[src/gcpc_regs.vh]
// Register map, encodings and timing constants of the copper PHY control block
`ifndef GCPC_REGS_VH
`define GCPC_REGS_VH

// Register byte offsets
`define GCPC_OFS_CTRL        4'h0
`define GCPC_OFS_STATUS      4'h4
`define GCPC_OFS_EVENT       4'h8

// Control register fields
`define GCPC_CTRL_MASTER     0
`define GCPC_CTRL_SOFT_RST   1
`define GCPC_CTRL_SCR_REINIT 2
`define GCPC_CTRL_RESET      3'h0

// Status register fields
`define GCPC_ST_STATE_LSB    0
`define GCPC_ST_LINK_OK      5
`define GCPC_ST_LOC_OK       6
`define GCPC_ST_REM_OK       7
`define GCPC_ST_MODE_LSB     8
`define GCPC_ST_RST_BUSY     10

// Event register fields, write one to clear
`define GCPC_EV_LINK_DROP    0
`define GCPC_EV_RETRAIN      1
`define GCPC_EV_MAXWAIT      2
`define GCPC_EV_RESET        3'h0

// Transmit mode codes
`define GCPC_MODE_SEND_Z     2'h0
`define GCPC_MODE_SEND_I     2'h1
`define GCPC_MODE_SEND_N     2'h2

// Link control codes from auto-negotiation
`define GCPC_LC_DISABLE      2'h0
`define GCPC_LC_SCAN         2'h1
`define GCPC_LC_ENABLE       2'h2

// Timing figures
`define GCPC_CLK_PERIOD_NS   40
`define GCPC_CLK_KHZ         25000
`define GCPC_MAXWAIT_M_MS    750
`define GCPC_MAXWAIT_S_MS    350
`define GCPC_MINWAIT_NS      1000
`define GCPC_MINWAIT_CYC     ((`GCPC_MINWAIT_NS + `GCPC_CLK_PERIOD_NS - 1) / `GCPC_CLK_PERIOD_NS)
`define GCPC_MAXWAIT_M_CYC   (`GCPC_MAXWAIT_M_MS * `GCPC_CLK_KHZ)
`define GCPC_MAXWAIT_S_CYC   (`GCPC_MAXWAIT_S_MS * `GCPC_CLK_KHZ)
`define GCPC_RST_HOLD_CYC    16
`define GCPC_LOC_FILT_CYC    8

`endif

[src/gcpc_rcvr_stat.v]
// Local receiver status from descrambler lock, equalizer and clock lock
`timescale 1ns/1ps
`default_nettype none

module gcpc_rcvr_stat #(
  parameter FILT = 8
) (
  // Clock and reset
  input  wire clk_in,
  input  wire rst_in,
  // Receiver conditions
  input  wire scr_ok_in,
  input  wire eq_ok_in,
  input  wire clk_lock_in,
  // Result
  output wire loc_ok_out
);

  reg  [7:0] cnt_ff;
  reg        ok_ff;
  wire       good;

  assign good = scr_ok_in & eq_ok_in & clk_lock_in;

  // OK only after FILT clean cycles, NOT_OK at once on any loss
  always @(posedge clk_in) begin
    if (rst_in || !good) begin
      cnt_ff <= 8'h00;
      ok_ff  <= 1'b0;
    end else if (cnt_ff >= FILT[7:0] - 8'h01) begin
      ok_ff <= 1'b1;
    end else begin
      cnt_ff <= cnt_ff + 8'h01;
    end
  end

  assign loc_ok_out = ok_ff;

endmodule

`default_nettype wire

[src/gcpc_timer.v]
// One-shot down-counting timer with restart, stop and done level
`timescale 1ns/1ps
`default_nettype none

module gcpc_timer #(
  parameter W = 25
) (
  // Clock and reset
  input  wire         clk_in,
  input  wire         rst_in,
  // Control
  input  wire         start_in,
  input  wire         stop_in,
  input  wire [W-1:0] load_in,
  // Status
  output wire         done_out,
  output wire         run_out
);

  reg  [W-1:0] cnt_ff;
  reg          run_ff;
  reg          done_ff;

  // Stop wins over restart; done holds until restart or stop
  always @(posedge clk_in) begin
    if (rst_in || stop_in) begin
      cnt_ff  <= {W{1'b0}};
      run_ff  <= 1'b0;
      done_ff <= 1'b0;
    end else if (start_in) begin
      cnt_ff  <= load_in;
      run_ff  <= 1'b1;
      done_ff <= 1'b0;
    end else if (run_ff) begin
      cnt_ff <= cnt_ff - {{(W-1){1'b0}}, 1'b1};
      if (cnt_ff <= {{(W-1){1'b0}}, 1'b1}) begin
        run_ff  <= 1'b0;
        done_ff <= 1'b1;
      end
    end
  end

  assign done_out = done_ff;
  assign run_out  = run_ff;

endmodule

`default_nettype wire

[src/gcpc_top.v]
// PHY control, reset, clock select and link monitor of the copper PMA
//
// Overview of operation
// - Reset on power-on and management request
// - Hold coding reset on while reset lasts
// - Reset returns every state machine to start
// - Operating functions start after reset completes
// - Four pairs share clock, send symbols continuously
// - Master uses local clock, slave recovered
// - Transmitters off while auto-negotiation runs
// - Enable enters silent, starts maxwait, sends zeros
// - Master leaves silent for training at once
// - Slave trains only after descrambler lock
// - Training starts minwait and sends idle
// - Exchange receiver status; store partner's value
// - Leave training on minwait and local OK
// - Send states stop maxwait, restart minwait
// - Send-idle-or-data state drives send normal
// - Local loss: finish frame, return to silent
// - Remote loss: idle, report local OK
// - Remote recovers: back to idle-or-data
// - May request coding reset for scrambler
// - Link fails in negotiation, OK when reliable
// - Local status from scrambler and equalizer
// - Recovered clock stable, fed to transmit
// - Maxwait 750 ms master, 350 ms slave
// - Minwait expires one microsecond after start
// - Maxwait expiry with local loss fails link
`timescale 1ns/1ps
`default_nettype none
`include "gcpc_regs.vh"

module gcpc_top #(
  parameter MAXW_M = `GCPC_MAXWAIT_M_CYC,
  parameter MAXW_S = `GCPC_MAXWAIT_S_CYC,
  parameter MINW   = `GCPC_MINWAIT_CYC,
  parameter RST_HOLD = `GCPC_RST_HOLD_CYC,
  parameter LOC_FILT = `GCPC_LOC_FILT_CYC
) (
  // Clock and reset
  input  wire        clk_in,
  input  wire        rst_in,
  // Avalon-MM slave
  input  wire [3:0]  avs_address_in,
  input  wire        avs_read_in,
  input  wire        avs_write_in,
  input  wire [31:0] avs_writedata_in,
  input  wire [3:0]  avs_byteenable_in,
  output reg  [31:0] avs_readdata_out,
  output wire        avs_waitrequest_out,
  // Auto-negotiation
  input  wire [1:0]  link_control_in,
  // Receive side conditions
  input  wire        scr_ok_in,
  input  wire        eq_ok_in,
  input  wire        rx_clk_lock_in,
  input  wire        rem_stat_valid_in,
  input  wire        rem_rcvr_ok_in,
  // Coding sublayer transmit
  input  wire        frame_active_in,
  input  wire [11:0] tx_symb_in,
  output reg  [11:0] tx_symb_out,
  output reg  [1:0]  tx_mode_out,
  output reg         pcs_reset_out,
  output reg         enc_loc_ok_out,
  // Pair drivers and clocking
  output reg         tx_pairs_en_out,
  output reg         tx_clk_recov_out,
  // Status
  output reg         link_ok_out,
  output reg         loc_ok_out,
  output reg         config_master_out
);

  ////////////////////////////////////////////////////////////////////////
  // States
  localparam [4:0] S_DIS   = 5'b0_0001;
  localparam [4:0] S_SIL   = 5'b0_0010;
  localparam [4:0] S_TRN   = 5'b0_0100;
  localparam [4:0] S_IDLE  = 5'b0_1000;
  localparam [4:0] S_DATA  = 5'b1_0000;
  localparam [24:0] MAXW_M_W = MAXW_M[24:0];
  localparam [24:0] MAXW_S_W = MAXW_S[24:0];
  localparam [24:0] MINW_W   = MINW[24:0];
  localparam [7:0]  HOLD_W   = RST_HOLD[7:0];

  // True in either send state
  function is_send;
    input [4:0] st;
    begin
      is_send = st[3] | st[4];
    end
  endfunction

  reg  [4:0]  state_ff;
  reg  [4:0]  nxt_state;
  reg  [2:0]  ctrl_ff;
  reg  [2:0]  event_ff;
  reg  [2:0]  nxt_event;
  reg  [7:0]  rst_cnt_ff;
  reg         rem_ok_ff;
  reg         ack_ff;
  reg         soft_rst;
  wire        req;
  wire        wr_en;
  wire        rst_busy;
  wire        loc_ok;
  wire        lc_enable;
  wire        master;
  wire        maxw_done;
  wire        minw_done;
  wire        maxw_start;
  wire        maxw_stop;
  wire        minw_start;
  wire        minw_stop;
  wire        entry;
  wire        scr_reinit;
  wire        nxt_link_ok;

  assign master    = ctrl_ff[`GCPC_CTRL_MASTER];
  assign lc_enable = (link_control_in == `GCPC_LC_ENABLE);
  assign rst_busy  = (rst_cnt_ff != 8'h00);

  ////////////////////////////////////////////////////////////////////////
  // Avalon handshake: one wait cycle, answer on the second edge
  assign req                 = avs_read_in | avs_write_in;
  assign avs_waitrequest_out = req & ~ack_ff;
  assign wr_en               = avs_write_in & ack_ff;

  always @(posedge clk_in) begin
    if (rst_in) begin
      ack_ff <= 1'b0;
    end else begin
      ack_ff <= req & ~ack_ff;
    end
  end

  // Read data mux, registered; unmapped reads give zero
  always @(posedge clk_in) begin
    if (rst_in) begin
      avs_readdata_out <= 32'h0000_0000;
    end else if (avs_read_in && !ack_ff) begin
      case (avs_address_in)
        `GCPC_OFS_CTRL: begin
          avs_readdata_out <= {29'h0000_0000, ctrl_ff};
        end
        `GCPC_OFS_STATUS: begin
          avs_readdata_out <= {21'h00_0000, rst_busy, tx_mode_out, rem_ok_ff,
                               loc_ok_out, link_ok_out, state_ff};
        end
        `GCPC_OFS_EVENT: begin
          avs_readdata_out <= {29'h0000_0000, event_ff};
        end
        default: begin
          avs_readdata_out <= 32'h0000_0000;
        end
      endcase
    end
  end

  // Control register; soft reset bit is a self-clearing request
  always @(posedge clk_in) begin
    soft_rst <= 1'b0;
    if (rst_in) begin
      ctrl_ff  <= `GCPC_CTRL_RESET;
      soft_rst <= 1'b0;
    end else if (wr_en && avs_address_in == `GCPC_OFS_CTRL && avs_byteenable_in[0]) begin
      ctrl_ff[`GCPC_CTRL_MASTER]     <= avs_writedata_in[`GCPC_CTRL_MASTER];
      ctrl_ff[`GCPC_CTRL_SCR_REINIT] <= avs_writedata_in[`GCPC_CTRL_SCR_REINIT];
      soft_rst <= avs_writedata_in[`GCPC_CTRL_SOFT_RST];
    end
  end

  ////////////////////////////////////////////////////////////////////////
  // Reset function: power-on or management request, held RST_HOLD cycles
  always @(posedge clk_in) begin
    if (rst_in || soft_rst) begin
      rst_cnt_ff <= HOLD_W;
    end else if (rst_busy) begin
      rst_cnt_ff <= rst_cnt_ff - 8'h01;
    end
  end

  // Coding reset on while reset holds, or one-cycle scrambler reinit
  assign scr_reinit = ctrl_ff[`GCPC_CTRL_SCR_REINIT] & state_ff[0] & nxt_state[1];

  always @(posedge clk_in) begin
    if (rst_in) begin
      pcs_reset_out <= 1'b1;
    end else begin
      pcs_reset_out <= soft_rst | rst_busy | scr_reinit;
    end
  end

  ////////////////////////////////////////////////////////////////////////
  // Local receiver status and stored partner status
  gcpc_rcvr_stat #(
    .FILT (LOC_FILT)
  ) u_rcvr_stat (
    .clk_in      (clk_in),
    .rst_in      (rst_in | rst_busy),
    .scr_ok_in   (scr_ok_in),
    .eq_ok_in    (eq_ok_in),
    .clk_lock_in (rx_clk_lock_in),
    .loc_ok_out  (loc_ok)
  );

  always @(posedge clk_in) begin
    if (rst_in || rst_busy || !lc_enable) begin
      rem_ok_ff <= 1'b0;
    end else if (rem_stat_valid_in) begin
      rem_ok_ff <= rem_rcvr_ok_in;
    end
  end

  ////////////////////////////////////////////////////////////////////////
  // Timers
  assign entry      = (nxt_state != state_ff);
  assign maxw_start = entry & nxt_state[1];
  assign maxw_stop  = (entry & is_send(nxt_state)) | nxt_state[0];
  assign minw_start = entry & (nxt_state[2] | is_send(nxt_state));
  assign minw_stop  = nxt_state[0];

  gcpc_timer #(
    .W (25)
  ) u_maxwait (
    .clk_in   (clk_in),
    .rst_in   (rst_in | rst_busy),
    .start_in (maxw_start),
    .stop_in  (maxw_stop),
    .load_in  (master ? MAXW_M_W : MAXW_S_W),
    .done_out (maxw_done),
    .run_out  ()
  );

  gcpc_timer #(
    .W (25)
  ) u_minwait (
    .clk_in   (clk_in),
    .rst_in   (rst_in | rst_busy),
    .start_in (minw_start),
    .stop_in  (minw_stop),
    .load_in  (MINW_W),
    .done_out (minw_done),
    .run_out  ()
  );

  ////////////////////////////////////////////////////////////////////////
  // PHY control next state
  always @* begin
    nxt_state = state_ff;
    if (!lc_enable) begin
      nxt_state = S_DIS;
    end else begin
      case (state_ff)
        S_DIS: begin
          nxt_state = S_SIL;
        end
        S_SIL: begin
          if (master) begin
            nxt_state = S_TRN;
          end else if (scr_ok_in) begin
            nxt_state = S_TRN;
          end
        end
        S_TRN: begin
          if (minw_done && loc_ok) begin
            nxt_state = rem_ok_ff ? S_DATA : S_IDLE;
          end
        end
        S_IDLE: begin
          if (minw_done && !loc_ok && !frame_active_in) begin
            nxt_state = S_SIL;
          end else if (minw_done && loc_ok && rem_ok_ff) begin
            nxt_state = S_DATA;
          end
        end
        S_DATA: begin
          if (minw_done && !loc_ok && !frame_active_in) begin
            nxt_state = S_SIL;
          end else if (minw_done && loc_ok && !rem_ok_ff) begin
            nxt_state = S_IDLE;
          end
        end
        default: begin
          nxt_state = S_DIS;
        end
      endcase
    end
  end

  // State register, held in disabled until reset completes
  always @(posedge clk_in) begin
    if (rst_in || rst_busy) begin
      state_ff <= S_DIS;
    end else begin
      state_ff <= nxt_state;
    end
  end

  ////////////////////////////////////////////////////////////////////////
  // Transmit mode, pair enable, clock select and symbol path
  always @(posedge clk_in) begin
    if (rst_in || rst_busy) begin
      tx_mode_out       <= `GCPC_MODE_SEND_Z;
      tx_pairs_en_out   <= 1'b0;
      tx_clk_recov_out  <= 1'b0;
      config_master_out <= 1'b0;
      enc_loc_ok_out    <= 1'b0;
      loc_ok_out        <= 1'b0;
      tx_symb_out       <= 12'h000;
    end else begin
      tx_pairs_en_out   <= ~nxt_state[0];
      tx_clk_recov_out  <= ~master;
      config_master_out <= master;
      loc_ok_out        <= loc_ok;
      enc_loc_ok_out    <= nxt_state[3] | loc_ok;
      if (nxt_state[4]) begin
        tx_mode_out <= `GCPC_MODE_SEND_N;
      end else if (nxt_state[2] || nxt_state[3]) begin
        tx_mode_out <= `GCPC_MODE_SEND_I;
      end else begin
        tx_mode_out <= `GCPC_MODE_SEND_Z;
      end
      // All four pairs advance together on the one symbol clock
      if (nxt_state[0] || nxt_state[1]) begin
        tx_symb_out <= 12'h000;
      end else begin
        tx_symb_out <= tx_symb_in;
      end
    end
  end

  ////////////////////////////////////////////////////////////////////////
  // Link monitor
  assign nxt_link_ok = lc_enable & ~(maxw_done & ~loc_ok) &
                       (link_ok_out ? loc_ok : (is_send(nxt_state) & loc_ok));

  always @(posedge clk_in) begin
    if (rst_in || rst_busy) begin
      link_ok_out <= 1'b0;
    end else begin
      link_ok_out <= nxt_link_ok;
    end
  end

  ////////////////////////////////////////////////////////////////////////
  // Sticky events, write one to clear, a new event wins over the clear
  always @* begin
    nxt_event = event_ff;
    if (wr_en && avs_address_in == `GCPC_OFS_EVENT && avs_byteenable_in[0]) begin
      nxt_event = event_ff & ~avs_writedata_in[2:0];
    end
    if (link_ok_out && !nxt_link_ok) begin
      nxt_event[`GCPC_EV_LINK_DROP] = 1'b1;
    end
    if (is_send(state_ff) && nxt_state[1]) begin
      nxt_event[`GCPC_EV_RETRAIN] = 1'b1;
    end
    if (maxw_done && !loc_ok) begin
      nxt_event[`GCPC_EV_MAXWAIT] = 1'b1;
    end
  end

  always @(posedge clk_in) begin
    if (rst_in) begin
      event_ff <= `GCPC_EV_RESET;
    end else begin
      event_ff <= nxt_event;
    end
  end

endmodule

`default_nettype wire

[config.mk]
export PLATFORM = sky130hd
export DESIGN_NAME = gcpc_top
export DESIGN_NICKNAME = d
export VERILOG_FILES = /design/src/gcpc_rcvr_stat.v /design/src/gcpc_timer.v /design/src/gcpc_top.v
export VERILOG_INCLUDE_DIRS = /design/src
export SDC_FILE = /design/constraint.sdc
export NUM_CORES = 1
export LEC_CHECK = 0
export ABC_AREA = 1
export BUFFER_PORTS_ARGS = -buffer_cell sky130_fd_sc_hd__buf_4
export CORE_AREA = 5 5 142 144
export CTS_CLUSTER_DIAMETER = 150
export DETAILED_ROUTE_END_ITERATION = 8
export DIE_AREA = 0 0 147 149
export PLACE_DENSITY = 0.6
export SYNTH_ARGS = -nofsm -noshare
export SYNTH_HDL_FRONTEND = slang
export SYNTH_SLANG_ARGS = --single-unit
export TNS_END_PERCENT = 50
[constraint.sdc]
create_clock -name clk_in -period 2.2 [get_ports clk_in]
set_clock_uncertainty 0.15 [all_clocks]
set_input_delay 0.44 -clock clk_in [delete_from_list [all_inputs] [get_ports clk_in]]
set_output_delay 0.44 -clock clk_in [all_outputs]
set_load 0.1 [all_outputs]
Yosys cells after proc, flatten, opt, wreduce, memory -nomap -nowiden
Index checks and enable logic that the tools add are counted. W data, S select, Z words.

Output and inout port bits: 54. Bits of input ports: 64. Flip-flop bits (word level): 137. Logic and storage cells: 146.

Bitwise operators: 30. Magnitude comparators: 3. Add/sub/neg operators: 4. Reduce and logical (&&, ||, !) cells: 42. Eq/ne operators: 9. Multiplexer cells: 29.

Operators with widths (number): $mux W25 (3); $mux W5 (11); $le A25 B1 Y1 const B (2); $sub A25 B1 Y25 const B (2); $pmux W11 S3 (1); $pmux W5 S5 (1); $and A1 B1 Y1 (13); $logic_and A1 B1 Y1 (13); $mux W1 (11); $reduce_bool A2 Y1 (5); $reduce_or A2 Y1 (5); $or A1 B1 Y1 (9); $add A8 B1 Y8 const B (1); $ge A8 B3 Y1 const B (1); $logic_or A1 B1 Y1 (8); $reduce_bool A8 Y1 (1); $sub A8 B1 Y8 const B (1); $logic_not A1 Y1 (7); $not A1 Y1 (6); $eq A5 B1 Y1 const B (1); $eq A5 B2 Y1 const B (1); $eq A5 B3 Y1 const B (1); $eq A5 B4 Y1 const B (1); $eq A5 B5 Y1 const B (1); 10 further kinds (11).

Logic depth before layout (Yosys ltp)
Gate-level depths: netlist of run 1.

Depth after elaboration: 13. Gate-level depth with buffers: 16.

Cells and area by module
A second synthesis of run 1 with hierarchy kept.

Cell total of the unflattened synthesis: 957. Area, all modules: 6501.2 um^2.

Modules (own cells, without submodules): gcpc_timer (times used 2, cells an instance 288, sequential area each 540.5 um^2, area each 1855.5 um^2); gcpc_top (times used 1, cells an instance 334, sequential area each 1021.0 um^2, area each 2438.6 um^2); gcpc_rcvr_stat (times used 1, cells an instance 47, sequential area each 180.2 um^2, area each 351.6 um^2).

Worst setup path after synthesis of run 1
OpenSTA, ideal clock, no wires.

Path kind: input to output. Start: input avs_read_in. End: output avs_waitrequest_out. Data required time: 1610 ps. Arrival: 1736 ps. Stages on the path: 2. Buffers on the path: 0. Path slack: -126 ps. Cell sequence: nor2_1 nor2_1.

Longest elaborated chain between the ends: 2.

RTL lines: from (decl) (RTL line gcpc_top.v:45) `input wire avs_read_in,`; $or A1 B1 Y1 (RTL line gcpc_top.v:126) `assign req = avs_read_in | avs_write_in;`; $and A1 B1 Y1 (RTL line gcpc_top.v:127) `assign avs_waitrequest_out = req & ~ack_ff;`; to (decl) (RTL line gcpc_top.v:50) `output wire avs_waitrequest_out,`.

Every way passes these cells.

Final worst setup path of run 1
Start: register rem_ok_ff. End: register u_minwait.cnt_ff[22].

Longest elaborated chain between the ends: 10. Elaborated cells between the ends (all ways): 17. Those cells by class: eq/ne: 1; mux: 8; bitwise: 3; reduce/logical: 5.

RTL lines: from (decl) (RTL line gcpc_top.v:101) `reg rem_ok_ff;`; from (signal assigned) (RTL line gcpc_top.v:212) `rem_ok_ff <= rem_rcvr_ok_in;`; $logic_not A1 Y1 (RTL line gcpc_top.v:281) `end else if (minw_done && loc_ok && !rem_ok_ff) begin`; $logic_and A1 B1 Y1 (RTL line gcpc_top.v:281); $mux W5 (RTL line gcpc_top.v:281); $mux W5 (RTL line gcpc_top.v:279) `if (minw_done && !loc_ok && !frame_active_in) begin`; $pmux W5 S5 (*) (RTL line gcpc_top.v:255) `case (state_ff)`; $mux W5 (*) (RTL line gcpc_top.v:252) `if (!lc_enable) begin`; $or A1 B1 Y1 (RTL line gcpc_top.v:91) `is_send = st[3] | st[4];`; $or A1 B1 Y1 (RTL line gcpc_top.v:221) `assign minw_start = entry & (nxt_state[2] | is_send(nxt_state));`; $and A1 B1 Y1 (RTL line gcpc_top.v:221); $reduce_or A2 Y1 (no line) (*); to (signal assigned) (RTL line gcpc_timer.v:27) `cnt_ff <= {W{1'b0}};`; to (signal assigned) (RTL line gcpc_timer.v:31) `cnt_ff <= load_in;`; to (signal assigned) (RTL line gcpc_timer.v:35) `cnt_ff <= cnt_ff - {{(W-1){1'b0}}, 1'b1};`; to (decl) (RTL line gcpc_timer.v:20) `reg [W-1:0] cnt_ff;`.

Mark *: on every way between the ends. The rest lies on a longest branch, timed or not. A chain may end at the register's enable or synchronous reset.

==> results of run 1 <==
-- per-stage QoR --
step	instances	area [µm²]	worst slack, ps
finish	1125	7390	98.3
global placement	1079	6440	10.0
global route	1125	7390	-61.1
floorplan	779	5630	236
detailed placement	1079	6440	-15.0
CTS	1111	7040	26.9
-- worst max-delay path, cell delays in order (launching register included) --
cell and delay, ps:
dfxtp_1 330, inv_1 120, nand3_1 140, or2_1 260, nand3_2 90, nand2_2 70
nand2_2 70, nand2_1 60, nor2_1 130, nand2_2 90, nand2_4 90, nand3_4 150
clkbuf_16 220, nor2_4 60
-- worst paths after layout --
| path | endpoint | slack, ps | cells past startpoint |
|---|---|---|---|
| hold / removal | rem_ok_ff$_SDFFE_PP0P_ | 80 | 2 |
| setup / recovery | u_minwait.cnt_ff[22]$_SDFFE_PP0P_ | 100 | 13 |
| hold reg to reg | u_rcvr_stat.cnt_ff[7]$_SDFFE_PP0N_ | 280 | 2 |
| setup reg to reg | u_minwait.cnt_ff[22]$_SDFFE_PP0P_ | 100 | 13 |
-- sequential cells by signal, indices dropped and copies added, names as in the netlist, 2 cells and up --
name,flops
u_minwait.cnt_ff,25
rst_cnt_ff,8
u_maxwait.cnt_ff,25
tx_symb_out,12
is_send.st,5
u_rcvr_stat.cnt_ff,8
event_ff,3
ctrl_ff,2
avs_readdata_out,10
-- placed cells by master, fill, tap and decap left out, drive strengths merged, types with 4 or more instances in the layout --
cell type	instances
nor3	21
nor2	163
xor2	26
o21ai	21
conb	21
inv	104
or2	9
buf	111
nand3	50
nand2	121
a21oi	43
ha	6
clkinv	6
xnor2	18
clkbuf	21
clkinvlp	4
nor4	6
dfxtp	114
nand4	11
-- timing repair --
action,in CTS,in global routing
endpoints found under the hold margin,0,0
resized for setup,1,54
pin swaps,0,14
buffers inserted,0,12
endpoints found under the setup margin,1,69
cloned,0,2
-- power by group through the flow --
stage          clock network (mW)  registers [mW]  logic, mW
2_1_floorplan                   0            2.27      0.515
3_3_place_gp                    0            2.22      0.711
3_5_place_dp                    0            2.22      0.715
4_1_cts                      2.80            2.18      0.718
5_1_grt                      2.92            2.19      0.863
6_report                     2.74            2.19      0.790
-- kinds of logic after synthesis --
kind of cell	Yosys count	share of synthesized area (%)
XOR/XNOR	44	6.95
buffers and inverters	137	11.5
AND/OR/NAND/NOR	385	32.2
other	1	0.0676
flip-flops	114	41.1
adder cells (fa/ha/maj)	6	1.35
AO/OA/AOI/OAI	72	6.83
-- layer usage --
layer	vias up	wire length (µm)	track usage, %
li1	2605	-	-
met1	2184	6260	15.1
met2	95	5890	18.9
met3	25	615	3.92
met4	0	277	4.66
met5	-	0	0
-- layout make-up --
type / instances / area [µm²]
timing repair buffer: 113 / 948
inverter: 104 / 390
sequential: 114 / 2290
clock buffer: 19 / 433
multi-input combinational: 528 / 2880
fill: 1927 / 11200
clock inverter: 13 / 161
tap: 234 / 293
==> impl_results.md, run 1 <==
* Synth Flop Type: dfxtp_1
* Max Cap Viol at 0
* Largest net degree at the start of global routing at 18
* Layout cells sized above 1 at 25.6%
* I/O Buffers at 64
* Peak VDD IR at 535 µV
* CTS tree: yes
* Status: completed
* DRC at 0
* Largest area contributor in the netlist: dfxtp_1
* Sw Ratio at 26.9%
* Leak Pwr at 3.30 nW
* Crit path from: rem_ok_ff$_SDFFE_PP0P_
* Synth cell count leaders: nor2_1 (138), dfxtp_1 (114), nand2_1 (114)
* WL/cell at 11.6 µm
* Psw at 1.54 mW
* CORE AREA at 18,600 µm²
* CTS clk-pin slew, worst paths at 50 ps
* Internal cell power at 4.17 mW
* Post-synth EDFFs at 0
* H-tree levels at 4
* Synth Instances at 759
* Syn avg cell area at 7.31 µm²
* CTS Buf Count at 17
* DIE WIDTH at 147 µm
* ANT cells at 0
* Detailed Route WL at 13.0 mm
* Most frequent cell after synthesis: nor2_1
* Setup TNS at 0 ps
* Ranking of synthesized cells by area: dfxtp_1 (41%), nor2_1 (9.3%), nand2_1 (7.7%)
* Clk_lat worst skew at 420 ps
* Critical Path AT at 2310 ps
* Total power at 5.71 mW
* Final core utilization at 39.8%
* Final nets at 948
* Reg power frac at 38.3%
* CP Launch Type: flip-flop
* Worst hold slack at 78.6 ps
* Clock Power Share at 47.9%
* Post-DRT Antenna Nets at 0
* Post-DP HPWL at 9.49 mm
* Gr ovfl total at 0
* WS Path Type: reg2reg
* Yosys cell types at 40
* First-pass DRT Iterations at 6
* RSZ-0062 raised after global routing: yes
* Combinational power share at 13.8%
* Crit path capture type: flip-flop
* CTS sink count at 114
* Io pins at 118
* Rows at 50
* Sequential element share of the synthesized area at 41.1%
* Period utilization at 95.5%
* CTS Hold Buffers Added at 0
* GRT Overall Usage at 11.9%
* Critical path fanouts, max at 5
* Pwr/cell area at 773 nW/µm²
* Synth Cell Area at 5550 µm²
* FFs w/ async S/R, synth at 0%
* Setup-failing EPs final at 0
* Area Overhead vs Synth at 33.3%
* Vias in the first global route at 4,599
* First-pass GRT wire length at 21.4 mm
* Initial Utilization at 29.9%
* Clock Tree Root: clkbuf_16
* Hold Crit Class: in2reg
* GP Congestion at 0.838
* Fmax at 0.476 GHz
* Die area at 21,900 µm²
* Top cell type's share of synthesized area at 41.1%
* Vias at 4,909
* Worst Path Required at 2410 ps
* Warnings from Yosys at 0
* Initial antenna violation count at 0
* FF+latch count, synth at 114
* Slew Limit Fails at 0
* Maximum clock path buffer count at 2
* Final Hold Vio Count at 0
* FF-to-FF Start: rem_ok_ff$_SDFFE_PP0P_
* Post-layout min period at 2100 ps
* Hold path start: rem_stat_valid_in
* Via-to-Cell Ratio at 4.36
* 1st-iter DRT viols at 208
* Die height at 149 µm
Note: power is estimated with default switching activity, not from simulation.
==> inputs of run 2 (changes only) <==
PLACE_DENSITY = 0.62   (was 0.6)
clock period = 1.9 ns   (was 2.2 ns; I/O delays follow)
==> run 2 against run 1 <==
  * First-iteration DRC count up 35%
  * Wire length up 6.7%
  * Hold slack worse by 40 ps
  * Largest power group unchanged
  * Final area up 8.4%
  * The run now ends with setup timing left
  * Core utilization up 3.3 points
  * Critical path type unchanged
==> impl_results.md, run 2 (synthesis results as in run 1) <==
* Final std cells w/o fill at 1,178 (was 1,125)
* M3 GR Usage at 3.31% (was 3.92%)
* Leak Pwr at 3.62 nW (was 3.30 nW)
* Reg2reg setup slack at -210 ps (was 100 ps)
* Period utilization at 111% (was 95.5%)
* Commonest non-fill, non-tap cell in the layout: buf_4 (was nor2_1)
* Clock Tree Root: clkbuf_16 (unchanged)
* WL/cell at 11.8 µm (was 11.6 µm)
* Rows at 50 (unchanged)
* Worst hold slack at 38.6 ps (was 78.6 ps)
* Slew Limit Fails at 0 (unchanged)
* Peak VDD IR at 435 µV (was 535 µV)
* I/O Buffers at 64 (unchanged)
* Final nets at 1,002 (was 948)
* CTS sink count at 114 (unchanged)
* Pwr/cell area at 891 nW/µm² (was 773 nW/µm²)
* Layer carrying the most global-route usage: met2 (unchanged)
* Status: finished, violations left (was completed)
* RSZ-0062 raised after global routing: yes (unchanged)
* Placed cell count at 1,129 (was 1,079)
* Initial Utilization at 29.9% (unchanged)
* H-tree levels at 4 (unchanged)
* Post-DRT Antenna Nets at 0 (unchanged)
* Worst Path Required at 2100 ps (was 2410 ps)
* DIE WIDTH at 147 µm (unchanged)
* CORE AREA at 18,600 µm² (unchanged)
* ANT cells at 0 (unchanged)
* WS Path Type: reg2reg (unchanged)
* Vias at 5,104 (was 4,909)
* Critical path fanouts, max at 6 (was 5)
* Vias in the first global route at 4,858 (was 4,599)
* Post-layout min period at 2110 ps (was 2100 ps)
* FF+latch area at 2300 µm² (was 2290 µm²)
* Length in cells of the worst reg-to-reg path at 14 (was 13)
* Area Overhead vs Synth at 44.4% (was 33.3%)
* 1st-iter DRT viols at 280 (was 208)
* CTS tree: yes (unchanged)
* Largest net degree at the start of global routing at 19 (was 18)
* First-pass DRT Iterations at 4 (was 6)
* Clk_lat worst skew at 410 ps (was 420 ps)
* PnR worst setup slack at -215 ps (was 98.3 ps)
* Hold Crit Class: in2reg (unchanged)
* Failing checks: setup timing
* Die height at 149 µm (unchanged)
* Critical Path AT at 2310 ps (about the same)
* Setup-failing EPs final at 66 (was 0)
* Max Cap Viol at 0 (unchanged)
* CTS Buf Count at 17 (unchanged)
* First-pass GRT wire length at 22.2 mm (was 21.4 mm)
* Multi-input gate area at 3010 µm² (was 2880 µm²)
* Initial antenna violation count at 0 (unchanged)
* Layout cells sized above 1 at 32.1% (was 25.6%)
* Fmax at 0.473 GHz (was 0.476 GHz)
* GP Congestion at 0.897 (was 0.838)
* Maximum clock path buffer count at 2 (unchanged)
* Gr ovfl total at 0 (unchanged)
* Post-DP HPWL at 9.90 mm (was 9.49 mm)
* Fillers at 1,825 (was 1,927)
* Met2 global-route usage at 20.7% (was 18.9%)
* Final Hold Vio Count at 0 (unchanged)
* Crit path capture type: flip-flop (unchanged)
* Met1 global-route usage at 15.0% (was 15.1%)
* CTS clk-pin slew, worst paths at 50 ps (about the same)
* Largest regs: u_maxwait.cnt_ff (25), u_minwait.cnt_ff (25), tx_symb_out (12) (unchanged)
* Hold depth at 3 (was 2)
* Most frequent cells in the layout: buf_4 (156), nor2_1 (110), dfxtp_1 (107) (was nor2_1 (120), nand2_1 (111), dfxtp_1 (108))
* Via-to-Cell Ratio at 4.33 (was 4.36)
* Detailed Route WL at 13.9 mm (was 13.0 mm)
* Die area at 21,900 µm² (unchanged)
* DRC at 0 (unchanged)
* CP Launch Type: flip-flop (unchanged)
* GRT Overall Usage at 12.2% (was 11.9%)
* Io pins at 118 (unchanged)
-- run 2: cell types whose count changed in the layout (fill, tap and decap cells not counted), moves of 4 or more --
cell,change
buf_4,+53
clkbuf_8,+7
nor2_1,-10
nor2_4,+7
nand2_1,-7
nand2_2,+4
-- run 2: what timing repair did --
| action | in CTS | in global routing |
|---|---|---|
| gates cloned | 0 | 4 |
| setup endpoints to repair | 71 | 79 |
| hold buffers | 1 | 0 |
| resized for setup | 15 | 63 |
| endpoints found under the hold margin | 1 | 0 |
| pin swaps | 4 | 23 |
| buffers inserted | 2 | 11 |
-- run 2: critical path, cell delays in order, from the launching register on --
cell and delay [ps]:
dfxtp_4 360, nor2_4 170, nand4_1 180, nand3_1 140
nand2_2 90, nand2_4 110, nand2_4 60, nand2_2 60
nand2_2 40, nor2_2 80, nand2_2 80, nand2_4 100
nand3_4 140, clkbuf_16 220, nor2_4 60
-- run 2: worst paths after layout --
path	startpoint	end
worst max-delay path	is_send.st[2]$_SDFF_PP0_	u_minwait.cnt_ff[5]$_SDFFE_PP0P_
worst min-delay path	tx_symb_in[5]	tx_symb_out[5]$_SDFF_PP0_
worst max register to register	is_send.st[2]$_SDFF_PP0_	u_minwait.cnt_ff[5]$_SDFFE_PP0P_
worst min register to register	u_rcvr_stat.cnt_ff[6]$_SDFFE_PP0N_	u_rcvr_stat.cnt_ff[6]$_SDFFE_PP0N_
-- run 2: layout make-up --
type / count / area share, %
Multi-Input combinational cell: 529 / 37.6
Sequential cell: 114 / 28.7
Timing Repair Buffer: 166 / 16.9
Clock buffer: 24 / 6.51
Inverter: 104 / 4.87
Tap cell: 234 / 3.65
Clock inverter: 7 / 1.80
-- run 2: metrics by stage --
step / TNS, ps / worst slack (ps) / power, mW / cell area [µm²] / util, %
after detailed placement: -9640 / -237 / 3.49 / 6850 / 36.9
after floorplan: -22.8 / -4.34 / 3.24 / 5670 / -
after CTS: -6710 / -144 / 7.05 / 7590 / 40.8
final: -11310 / -215 / 7.14 / 8010 / 43.1
after global routing: -21370 / -375 / 7.43 / 8010 / 43.1
after global placement: -9240 / -202 / 3.48 / 6850 / 36.9
-- run 2: routing by layer --
layer	share of wire, %	wire (µm)
met3	3.8	535
met1	45	6310
met5	0	0
met4	1.6	228
met2	49	6850
-- run 2: power breakdown --
part / total (mW) / switching [mW] / internal [mW]
Clock: 3.52 / 1.08 / 2.43
Sequential: 2.53 / 0.0555 / 2.47
Combinational: 1.10 / 0.688 / 0.410
Total: 7.14 / 1.83 / 5.32
